## src/common/timer16_pkg.sv

```systemverilog
// Constants, types and register map of the 16-bit timer with input capture
// Summary of operation
// - Clock select field picks the tick source; zero selects none and stops counting.
// - Sixteen-bit counter counts up, down or clears on each tick per mode and direction.
// - Bottom shows when count is zero; top shows at the sequence's highest value.
// - Count sits in two bytes; upper goes via holder; lower read loads holder.
// - A software write to the count beats any same-cycle count or clear.
// - Count stays readable and writable whether or not a tick source runs.
// - The four-bit waveform mode field, split over control A and B, sets sequence.
// - Overflow flag sets where the mode says and may request an interrupt.
// - A matching edge on the chosen source copies the full count into capture.
// - Capture flag sets with the copy and requests an interrupt when enabled.
// - Capture flag clears on interrupt service or when software writes one to it.
// - Reading capture lower byte loads holder; later upper read returns the holder.
// - Capture accepts writes only in modes using it as top; otherwise ignored.
// - Comparator capture select makes the comparator, not the pin, trigger captures.
// - Enabled filter changes its output only after four agreeing samples.
// - Filter enable adds four system clock cycles before the capture update.
// - Filter samples on the system clock, independent of the prescaler.
// - Filter and edge detector stay active except in capture-as-top modes.
// - Pin level reaches the capture path even when the port drives the pin.
// - Each new capture overwrites the capture register, read or not.
// - Writing a lower byte loads holder and low byte into the register at once.
// - Top is 0xFFFF, 0x00FF, 0x01FF, 0x03FF, compare A or capture by mode; bottom 0x0000.
package timer16_pkg;

    // ----------------------------------------------------------------
    // Register byte addresses
    // ----------------------------------------------------------------
    localparam logic [5:0] ADDR_COUNT_LO = 6'h00;
    localparam logic [5:0] ADDR_COUNT_HI = 6'h04;
    localparam logic [5:0] ADDR_CAPT_LO = 6'h08;
    localparam logic [5:0] ADDR_CAPT_HI = 6'h0C;
    localparam logic [5:0] ADDR_CMPA_LO = 6'h10;
    localparam logic [5:0] ADDR_CMPA_HI = 6'h14;
    localparam logic [5:0] ADDR_CTRL_A = 6'h18;
    localparam logic [5:0] ADDR_CTRL_B = 6'h1C;
    localparam logic [5:0] ADDR_COMP_CS = 6'h20;
    localparam logic [5:0] ADDR_IRQ_EN = 6'h24;
    localparam logic [5:0] ADDR_FLAGS = 6'h28;

    // ----------------------------------------------------------------
    // Field positions
    // ----------------------------------------------------------------
    localparam int CTRLA_WGM_LSB = 0;
    localparam int CTRLB_CS_LSB = 0;
    localparam int CTRLB_WGM_LSB = 3;
    localparam int CTRLB_EDGE_BIT = 6;
    localparam int CTRLB_NF_BIT = 7;
    localparam int COMP_CAPSEL_BIT = 2;
    localparam int OVF_BIT = 0;
    localparam int CAPT_BIT = 1;

    // ----------------------------------------------------------------
    // Reset values and fixed counts
    // ----------------------------------------------------------------
    localparam logic [7:0] CTRL_RESET = 8'h00;
    localparam logic [15:0] COUNT_RESET = 16'h0000;
    localparam logic [15:0] BOTTOM_VAL = 16'h0000;
    localparam logic [15:0] MAX_VAL = 16'hFFFF;
    localparam logic [15:0] TOP_8BIT = 16'h00FF;
    localparam logic [15:0] TOP_9BIT = 16'h01FF;
    localparam logic [15:0] TOP_10BIT = 16'h03FF;
    localparam int FILTER_SAMPLES = 4;
    localparam int PRESC_WIDTH = 10;

    // ----------------------------------------------------------------
    // Types
    // ----------------------------------------------------------------
    typedef enum logic [2:0] {
        CS_STOP = 3'h0, CS_DIV1 = 3'h1, CS_DIV8 = 3'h2, CS_DIV64 = 3'h3,
        CS_DIV256 = 3'h4, CS_DIV1024 = 3'h5, CS_EXT_FALL = 3'h6, CS_EXT_RISE = 3'h7
    } clock_select_t;

    typedef enum logic [3:0] {
        WM_NORMAL = 4'h0, WM_PC8 = 4'h1, WM_PC9 = 4'h2, WM_PC10 = 4'h3,
        WM_CTC_CMPA = 4'h4, WM_FAST8 = 4'h5, WM_FAST9 = 4'h6, WM_FAST10 = 4'h7,
        WM_PFC_CAPT = 4'h8, WM_PFC_CMPA = 4'h9, WM_PC_CAPT = 4'hA, WM_PC_CMPA = 4'hB,
        WM_CTC_CAPT = 4'hC, WM_RSVD = 4'hD, WM_FAST_CAPT = 4'hE, WM_FAST_CMPA = 4'hF
    } waveform_mode_t;

    typedef struct packed {
        logic cyc;
        logic stb;
        logic we;
        logic [5:0] adr;
        logic [3:0] sel;
        logic [31:0] dat;
    } wb_req_t;

endpackage

```

## src/timer16_counter_input_capture.sv

```systemverilog
// 16-bit up/down timer counter with input capture, Wishbone slave
//
// The implementer's own choices: the register addresses and the Wishbone interface to the registers.
`timescale 1ns/1ps
module timer16_counter_input_capture (
    input wire logic clk_i,
    input wire logic rst_i,
    input wire timer16_pkg::wb_req_t wb_req_i,
    output logic [31:0] wb_dat_o,
    output logic wb_ack_o,
    input wire logic capture_pin_i,
    input wire logic comparator_output_i,
    input wire logic external_count_pin_i,
    input wire logic capture_irq_ack_i,
    input wire logic overflow_irq_ack_i,
    output logic capture_irq_o,
    output logic overflow_irq_o,
    output logic top_o,
    output logic bottom_o,
    output logic [15:0] count_value_o
);
    import timer16_pkg::*;

    // ----------------------------------------------------------------
    // Registers
    // ----------------------------------------------------------------
    logic [7:0] control_reg_a_reg;
    logic [7:0] control_reg_b_reg;
    logic [7:0] comparator_ctrl_status_reg;
    logic [7:0] irq_enable_reg;
    logic [7:0] holding_reg;
    logic [15:0] count_value_reg;
    logic [15:0] count_value_next;
    logic [15:0] capture_value_reg;
    logic [15:0] compare_a_reg;
    logic count_down_reg;
    logic count_down_next;
    logic overflow_flag_reg;
    logic capture_flag_reg;
    logic ack_reg;
    logic [31:0] dat_reg;
    logic [PRESC_WIDTH-1:0] presc_reg;
    logic [2:0] ext_sync_reg;
    logic [1:0] pin_sync_reg;
    logic [1:0] comp_sync_reg;
    logic [FILTER_SAMPLES-2:0] filt_hist_reg;
    logic filt_out_reg;
    logic det_prev_reg;

    // ----------------------------------------------------------------
    // Decoded controls
    // ----------------------------------------------------------------
    waveform_mode_t wmode;
    clock_select_t csel;
    logic req;
    logic wr;
    logic rd;
    logic timer_tick;
    logic [15:0] top_val;
    logic dual_slope;
    logic capt_is_top;
    logic ovf_event;
    logic src_level;
    logic det_in;
    logic capture_event;
    logic flag_clr_ovf;
    logic flag_clr_capt;

    // Mode bits split over two control registers
    assign wmode = waveform_mode_t'({control_reg_b_reg[CTRLB_WGM_LSB +: 2],
                                     control_reg_a_reg[CTRLA_WGM_LSB +: 2]});
    assign csel = clock_select_t'(control_reg_b_reg[CTRLB_CS_LSB +: 3]);

    assign req = wb_req_i.cyc & wb_req_i.stb & ~ack_reg;
    assign wr = req & wb_req_i.we & wb_req_i.sel[0];
    assign rd = req & ~wb_req_i.we;

    // ----------------------------------------------------------------
    // Tick source
    // ----------------------------------------------------------------
    always_ff @(posedge clk_i) begin
        if (rst_i) begin
            presc_reg <= '0;
        end else begin
            presc_reg <= presc_reg + 1'b1;
        end
    end

    always_ff @(posedge clk_i) begin
        if (rst_i) begin
            ext_sync_reg <= 3'h0;
        end else begin
            ext_sync_reg <= {ext_sync_reg[1:0], external_count_pin_i};
        end
    end

    always_comb begin
        case (csel)
            CS_STOP: timer_tick = 1'b0;
            CS_DIV1: timer_tick = 1'b1;
            CS_DIV8: timer_tick = &presc_reg[2:0];
            CS_DIV64: timer_tick = &presc_reg[5:0];
            CS_DIV256: timer_tick = &presc_reg[7:0];
            CS_DIV1024: timer_tick = &presc_reg[9:0];
            CS_EXT_FALL: timer_tick = ext_sync_reg[2] & ~ext_sync_reg[1];
            CS_EXT_RISE: timer_tick = ~ext_sync_reg[2] & ext_sync_reg[1];
            default: timer_tick = 1'b0;
        endcase
    end

    // ----------------------------------------------------------------
    // Counting sequence
    // ----------------------------------------------------------------
    always_comb begin
        dual_slope = 1'b0;
        capt_is_top = 1'b0;
        case (wmode)
            WM_PC8, WM_FAST8: top_val = TOP_8BIT;
            WM_PC9, WM_FAST9: top_val = TOP_9BIT;
            WM_PC10, WM_FAST10: top_val = TOP_10BIT;
            WM_CTC_CMPA, WM_PFC_CMPA, WM_PC_CMPA, WM_FAST_CMPA: top_val = compare_a_reg;
            WM_PFC_CAPT, WM_PC_CAPT, WM_CTC_CAPT, WM_FAST_CAPT: begin
                top_val = capture_value_reg;
                capt_is_top = 1'b1;
            end
            default: top_val = MAX_VAL;
        endcase
        case (wmode)
            WM_PC8, WM_PC9, WM_PC10, WM_PFC_CAPT, WM_PFC_CMPA, WM_PC_CAPT,
            WM_PC_CMPA: dual_slope = 1'b1;
            default: dual_slope = 1'b0;
        endcase
    end

    always_comb begin
        count_value_next = count_value_reg;
        count_down_next = count_down_reg;
        if (wr && wb_req_i.adr == ADDR_COUNT_LO) begin
            count_value_next = {holding_reg, wb_req_i.dat[7:0]};
        end else if (timer_tick) begin
            if (dual_slope) begin
                if (!count_down_reg && count_value_reg >= top_val) begin
                    count_down_next = 1'b1;
                    count_value_next = count_value_reg - 16'h0001;
                end else if (count_down_reg && count_value_reg == BOTTOM_VAL) begin
                    count_down_next = 1'b0;
                    count_value_next = count_value_reg + 16'h0001;
                end else if (count_down_reg) begin
                    count_value_next = count_value_reg - 16'h0001;
                end else begin
                    count_value_next = count_value_reg + 16'h0001;
                end
            end else if (count_value_reg == top_val) begin
                count_value_next = BOTTOM_VAL;
            end else begin
                // Past a lowered top the count runs on to MAX and wraps
                count_value_next = count_value_reg + 16'h0001;
            end
        end
    end

    always_ff @(posedge clk_i) begin
        if (rst_i) begin
            count_value_reg <= COUNT_RESET;
            count_down_reg <= 1'b0;
        end else begin
            count_value_reg <= count_value_next;
            count_down_reg <= count_down_next;
        end
    end

    // Overflow point depends on mode family
    always_comb begin
        case (wmode)
            WM_FAST8, WM_FAST9, WM_FAST10, WM_FAST_CAPT, WM_FAST_CMPA:
                ovf_event = timer_tick && count_value_reg == top_val;
            WM_PC8, WM_PC9, WM_PC10, WM_PFC_CAPT, WM_PFC_CMPA, WM_PC_CAPT, WM_PC_CMPA:
                ovf_event = timer_tick && count_down_reg && count_value_reg == BOTTOM_VAL;
            default: ovf_event = timer_tick && count_value_reg == MAX_VAL;
        endcase
    end

    assign top_o = count_value_reg == top_val;
    assign bottom_o = count_value_reg == BOTTOM_VAL;
    assign count_value_o = count_value_reg;

    // ----------------------------------------------------------------
    // Capture path
    // ----------------------------------------------------------------
    // Pin input is the pad level, so port-driven toggles also capture
    always_ff @(posedge clk_i) begin
        if (rst_i) begin
            pin_sync_reg <= 2'h0;
            comp_sync_reg <= 2'h0;
        end else begin
            pin_sync_reg <= {pin_sync_reg[0], capture_pin_i};
            comp_sync_reg <= {comp_sync_reg[0], comparator_output_i};
        end
    end

    assign src_level = comparator_ctrl_status_reg[COMP_CAPSEL_BIT] ?
                       comp_sync_reg[1] : pin_sync_reg[1];

    // Four samples: three held plus the current one
    always_ff @(posedge clk_i) begin
        if (rst_i) begin
            filt_hist_reg <= '0;
            filt_out_reg <= 1'b0;
        end else begin
            filt_hist_reg <= {filt_hist_reg[FILTER_SAMPLES-3:0], src_level};
            if (&{filt_hist_reg, src_level} || ~|{filt_hist_reg, src_level}) begin
                filt_out_reg <= src_level;
            end
        end
    end

    // Filter output lags the raw level by exactly four cycles
    assign det_in = control_reg_b_reg[CTRLB_NF_BIT] ? filt_out_reg : src_level;

    always_ff @(posedge clk_i) begin
        if (rst_i) begin
            det_prev_reg <= 1'b0;
        end else begin
            det_prev_reg <= det_in;
        end
    end

    assign capture_event = !capt_is_top &&
                           (control_reg_b_reg[CTRLB_EDGE_BIT] ? (det_in & ~det_prev_reg)
                                                              : (~det_in & det_prev_reg));

    always_ff @(posedge clk_i) begin
        if (rst_i) begin
            capture_value_reg <= COUNT_RESET;
        end else if (capture_event) begin
            capture_value_reg <= count_value_reg;
        end else if (wr && wb_req_i.adr == ADDR_CAPT_LO && capt_is_top) begin
            capture_value_reg <= {holding_reg, wb_req_i.dat[7:0]};
        end
    end

    // ----------------------------------------------------------------
    // Flags; a setting event wins over a same-cycle clear
    // ----------------------------------------------------------------
    assign flag_clr_ovf = overflow_irq_ack_i |
                          (wr && wb_req_i.adr == ADDR_FLAGS && wb_req_i.dat[OVF_BIT]);
    assign flag_clr_capt = capture_irq_ack_i |
                           (wr && wb_req_i.adr == ADDR_FLAGS && wb_req_i.dat[CAPT_BIT]);

    always_ff @(posedge clk_i) begin
        if (rst_i) begin
            overflow_flag_reg <= 1'b0;
        end else if (ovf_event) begin
            overflow_flag_reg <= 1'b1;
        end else if (flag_clr_ovf) begin
            overflow_flag_reg <= 1'b0;
        end
    end

    always_ff @(posedge clk_i) begin
        if (rst_i) begin
            capture_flag_reg <= 1'b0;
        end else if (capture_event) begin
            capture_flag_reg <= 1'b1;
        end else if (flag_clr_capt) begin
            capture_flag_reg <= 1'b0;
        end
    end

    assign capture_irq_o = capture_flag_reg & irq_enable_reg[CAPT_BIT];
    assign overflow_irq_o = overflow_flag_reg & irq_enable_reg[OVF_BIT];

    // ----------------------------------------------------------------
    // Register bus
    // ----------------------------------------------------------------
    // Upper-byte holder is shared by all 16-bit registers
    always_ff @(posedge clk_i) begin
        if (rst_i) begin
            holding_reg <= 8'h00;
        end else if (wr && (wb_req_i.adr == ADDR_COUNT_HI || wb_req_i.adr == ADDR_CAPT_HI ||
                            wb_req_i.adr == ADDR_CMPA_HI)) begin
            holding_reg <= wb_req_i.dat[7:0];
        end else if (rd && wb_req_i.adr == ADDR_COUNT_LO) begin
            holding_reg <= count_value_reg[15:8];
        end else if (rd && wb_req_i.adr == ADDR_CAPT_LO) begin
            holding_reg <= capture_value_reg[15:8];
        end
    end

    always_ff @(posedge clk_i) begin
        if (rst_i) begin
            control_reg_a_reg <= CTRL_RESET;
            control_reg_b_reg <= CTRL_RESET;
            comparator_ctrl_status_reg <= CTRL_RESET;
            irq_enable_reg <= CTRL_RESET;
            compare_a_reg <= COUNT_RESET;
        end else if (wr) begin
            case (wb_req_i.adr)
                ADDR_CTRL_A: control_reg_a_reg <= wb_req_i.dat[7:0];
                ADDR_CTRL_B: control_reg_b_reg <= wb_req_i.dat[7:0];
                ADDR_COMP_CS: comparator_ctrl_status_reg <= wb_req_i.dat[7:0];
                ADDR_IRQ_EN: irq_enable_reg <= wb_req_i.dat[7:0];
                ADDR_CMPA_LO: compare_a_reg <= {holding_reg, wb_req_i.dat[7:0]};
                default: ;
            endcase
        end
    end

    // Answer one cycle after the request; unmapped reads give zero
    always_ff @(posedge clk_i) begin
        if (rst_i) begin
            ack_reg <= 1'b0;
            dat_reg <= 32'h0000_0000;
        end else begin
            ack_reg <= req;
            if (rd) begin
                case (wb_req_i.adr)
                    ADDR_COUNT_LO: dat_reg <= {24'h000000, count_value_reg[7:0]};
                    ADDR_COUNT_HI: dat_reg <= {24'h000000, holding_reg};
                    ADDR_CAPT_LO: dat_reg <= {24'h000000, capture_value_reg[7:0]};
                    ADDR_CAPT_HI: dat_reg <= {24'h000000, holding_reg};
                    ADDR_CMPA_LO: dat_reg <= {24'h000000, compare_a_reg[7:0]};
                    ADDR_CMPA_HI: dat_reg <= {24'h000000, compare_a_reg[15:8]};
                    ADDR_CTRL_A: dat_reg <= {24'h000000, control_reg_a_reg};
                    ADDR_CTRL_B: dat_reg <= {24'h000000, control_reg_b_reg};
                    ADDR_COMP_CS: dat_reg <= {24'h000000, comparator_ctrl_status_reg};
                    ADDR_IRQ_EN: dat_reg <= {24'h000000, irq_enable_reg};
                    ADDR_FLAGS: dat_reg <= {30'h00000000, capture_flag_reg, overflow_flag_reg};
                    default: dat_reg <= 32'h0000_0000;
                endcase
            end else begin
                dat_reg <= 32'h0000_0000;
            end
        end
    end

    assign wb_ack_o = ack_reg;
    assign wb_dat_o = dat_reg;

endmodule

```

## config.mk

```make
export PLATFORM = sky130hd
export DESIGN_NAME = timer16_counter_input_capture
export DESIGN_NICKNAME = d
export VERILOG_FILES = /design/src/common/timer16_pkg.sv /design/src/timer16_counter_input_capture.sv
export SDC_FILE = /design/constraint.sdc
export NUM_CORES = 1
export LEC_CHECK = 0
export BUFFER_PORTS_ARGS = -buffer_cell sky130_fd_sc_hd__buf_2
export CORE_MARGIN = 2
export CORE_UTILIZATION = 48
export DETAILED_ROUTE_END_ITERATION = 10
export HOLD_SLACK_MARGIN = 0.06
export PLACE_DENSITY = 0.66
export SETUP_SLACK_MARGIN = 0.5
export SLEW_MARGIN = 20
export SYNTH_ARGS = -nofsm -noshare
export SYNTH_HDL_FRONTEND = slang
export SYNTH_SLANG_ARGS = --single-unit
```

## constraint.sdc

```tcl
create_clock -name clk_i -period 4.85 [get_ports clk_i]
set_input_delay 0 -clock clk_i [delete_from_list [all_inputs] [get_ports clk_i]]
set_output_delay 0 -clock clk_i [all_outputs]
set_load 0.1 [all_outputs]
```

==> results.sh <==
export IMPL_hold_slack_ns=0.1157
export IMPL_rrSetupSlack_ns=0.82
export IMPL_critPathLaunch="control_reg_b_reg[4]"
export IMPL_crit_path_max_incr_delay_ns=0.76
export IMPL_synthDistinctLibCells=70
export IMPL_maxCapViolations=0
export IMPL_antenna_found_initial=0
export IMPL_vias=6749
export IMPL_grt_ovfl_total=0
export IMPL_ir_drop_uv=420.3
export IMPL_crit_path_max_fanout=22
export IMPL_reg2reg_to="count_value_o[1]"
export IMPL_clk_path_buf_depth=2
export IMPL_synth_edff_count=0
export IMPL_timing_fmax_ghz=0.2483
export IMPL_required_ns=5.18
export IMPL_via_per_inst=6.158
export IMPL_std_cell_rows=44
export IMPL_num_antenna_cells=0
export IMPL_cp_end_kind="flop"
export IMPL_min_period_ns=4.027
export IMPL_postSynthCellCount=858
export IMPL_synth_flop_cell="dfxtp_1"
export IMPL_numCtsBuffers=17
export IMPL_grt_max_degree=83
export IMPL_syn_area_per_cell_um2=8.196
export IMPL_slew_headroom=0.3081
export IMPL_drt_pre_antenna_iters=7
export IMPL_htree_num_levels=4
export IMPL_grt_pass1_vias=6093
export IMPL_cts_root_buf="clkbuf_16"
export IMPL_status="finished, final reports clean"
export IMPL_period_share=0.8303
export IMPL_arrival_ns=4.36
export IMPL_tns_ns=0
export IMPL_cts_sinks=122
export IMPL_place_gp_congestion=0.9080
export IMPL_tightestPinTransition_ns=1.030
export IMPL_drive_gt1_frac=0.1360
export IMPL_die_h_um=125.0
export IMPL_wl_per_cell_um=20.40
export IMPL_drv_slew=0
export IMPL_path_buf_inv=1
export IMPL_hold_path_class="in2reg"
export IMPL_synth_cell_area_mm2=0.007032
export IMPL_reg2reg_depth=12
export IMPL_dieArea_mm2=0.01563
export IMPL_postRouteAntennaNets=0
export IMPL_start_kind="flop"
export IMPL_hp_start="wb_req_i[39]"
export IMPL_remaining_drc_errors=0
export IMPL_layout_nets=972
export IMPL_clk_pin_slew_worst_paths_ns=0.06
export IMPL_critPathKind="reg2reg"
export IMPL_postLayoutCoreUtil=0.5607
export IMPL_place_hpwl_um=15370
export IMPL_setup_viol=0
export IMPL_track_usage=0.2844
export IMPL_async_flop_share=0
export IMPL_fin_cells=1096
export IMPL_io_pins=105
export IMPL_path_delay_family="simple AND/OR/NAND/NOR gates"
export IMPL_yosys_warnings=0
export IMPL_synth_seq_cells=122
export IMPL_whs_path_depth=4
export IMPL_rr_startpoint="control_reg_b_reg[4]"
export IMPL_yosysSeqAreaShare=0.3473
export IMPL_routed_wl_um=22360
export IMPL_initial_core_util=0.4875
export IMPL_clock_latency_ns=0.43
export IMPL_syn_to_final_growth_pct=15.02
export IMPL_final_common_cell="dfxtp_1"
export IMPL_cts_setup_buffers=0
export IMPL_first_iter_violations=714
export IMPL_cts_tree="done"
export IMPL_clock_skew_ns=0.008112
export IMPL_portBuffers=53
export IMPL_core_area_mm2=0.01442
export IMPL_cellPowerDensity_mw_per_mm2=313.6
export IMPL_layout_common_cells="dfxtp_1 (122), nor2_1 (101), nand2_1 (87)"
export IMPL_die_w_um=125.0
export IMPL_rsz0062_at_grt="false"
export IMPL_grt_pass1_wl_um=34710
export IMPL_p_leak_nw=2.991
export IMPL_timing_hold_violations_final=0
export IMPL_dpl_cell_count=1045
export IMPL_min_to="irq_enable_reg[0]"
export IMPL_slowest_stage="dfxtp_1"
export IMPL_worstPathCellList="inv_1 -> nand3_1 -> o21ai_0 -> ha_1 -> nor2b_1 -> o31ai_1 -> a31oi_1 -> nor4_2 -> nor2_2 -> nor2_1 -> a211oi_1 -> a2111oi_2"
## per-layer routing
layer | up-vias | share of wire | track usage
li1 | 3188 | - | -
met1 | 3192 | 0.44 | 0.3850
met2 | 315 | 0.45 | 0.4409
met3 | 54 | 0.080 | 0.05905
met4 | 0 | 0.034 | 0.1216
met5 | - | 0 | 0
## cell type report
type	instances	area, um2
fill	1350	6336
multi-input combinational	660	4207
sequential	122	2442
timing repair buffer	83	540.5
clock buffer	17	425.4
tap	184	230.2
clock inverter	15	186.4
inverter	15	56.30
## how the worst max path moves through the flow
stage | to | slack (ns) | cells after the start
after floorplan | count_value_o[9] | 1.33 | 17
after global placement | count_value_o[7] | 0.95 | 14
after detailed placement | count_value_o[7] | 0.92 | 13
after CTS | count_value_o[15] | 0.89 | 12
after global routing | count_value_o[1] | 0.51 | 14
final | count_value_o[1] | 0.82 | 12
## cells by family (layout without fill, tap and decap cells)
| group | Yosys count | after routing | share of synthesized area |
|---|---|---|---|
| simple gates | 321 | 321 | 0.2288 |
| compound gates | 220 | 220 | 0.2144 |
| flops | 122 | 122 | 0.3473 |
| buf+inv | 99 | 130 | 0.06921 |
| mux | 56 | 56 | 0.07989 |
| fa+ha+maj | 21 | 21 | 0.03737 |
| xor+xnor | 18 | 18 | 0.02242 |
| other cells | 1 | 24 | 0.0005333 |
## repair_timing
item,in CTS,in global routing
gates resized for setup,0,0
setup endpoints to repair,0,0
hold endpoints to repair,71,0
hold buffers,19,0
## report_power, final
| part | leakage (nW) | internal (mW) | switching, mW |
|---|---|---|---|
| registers | 0.986 | 1.01 | 0.00914 |
| clock network | 0.293 | 0.816 | 0.509 |
| logic | 1.71 | 0.0361 | 0.152 |
## metrics by stage
step | setup slack [ns] | cell area, um2 | total power [mW]
6_report | 0.8232 | 8088 | 2.536
5_1_grt | 0.5055 | 8088 | 2.600
4_1_cts | 0.8923 | 8079 | 2.544
3_5_place_dp | 0.9243 | 7277 | 1.217
3_3_place_gp | 0.9461 | 7277 | 1.217
2_1_floorplan | 1.325 | 7118 | 1.198
## cells in the mapped netlist, types with 15 or more instances
cell | instances | area [um2]
mux2i_1 | 55 | 550.5
nor3_1 | 21 | 105.1
a31oi_1 | 15 | 93.84
a21oi_1 | 62 | 310.3
clkbuf_1 | 45 | 168.9
nor2_1 | 101 | 379.1
a211oi_1 | 21 | 157.7
dfxtp_1 | 122 | 2442
nand3_1 | 23 | 115.1
nor2b_1 | 15 | 93.84
a221oi_1 | 20 | 175.2
o21ai_0 | 27 | 135.1
ha_1 | 21 | 262.8
buf_4 | 27 | 202.7
nand2_1 | 87 | 326.6
## worst reg2reg max path: stages, from the launching register on
cell	delay, ns
dfxtp_1	0.76
inv_1	0.29
nand3_1	0.31
o21ai_0	0.13
ha_1	0.31
nor2b_1	0.14
o31ai_1	0.22
a31oi_1	0.15
nor4_2	0.61
nor2_2	0.21
nor2_1	0.36
a211oi_1	0.16
a2111oi_2	0.28
(Power assumes the default switching activity.)
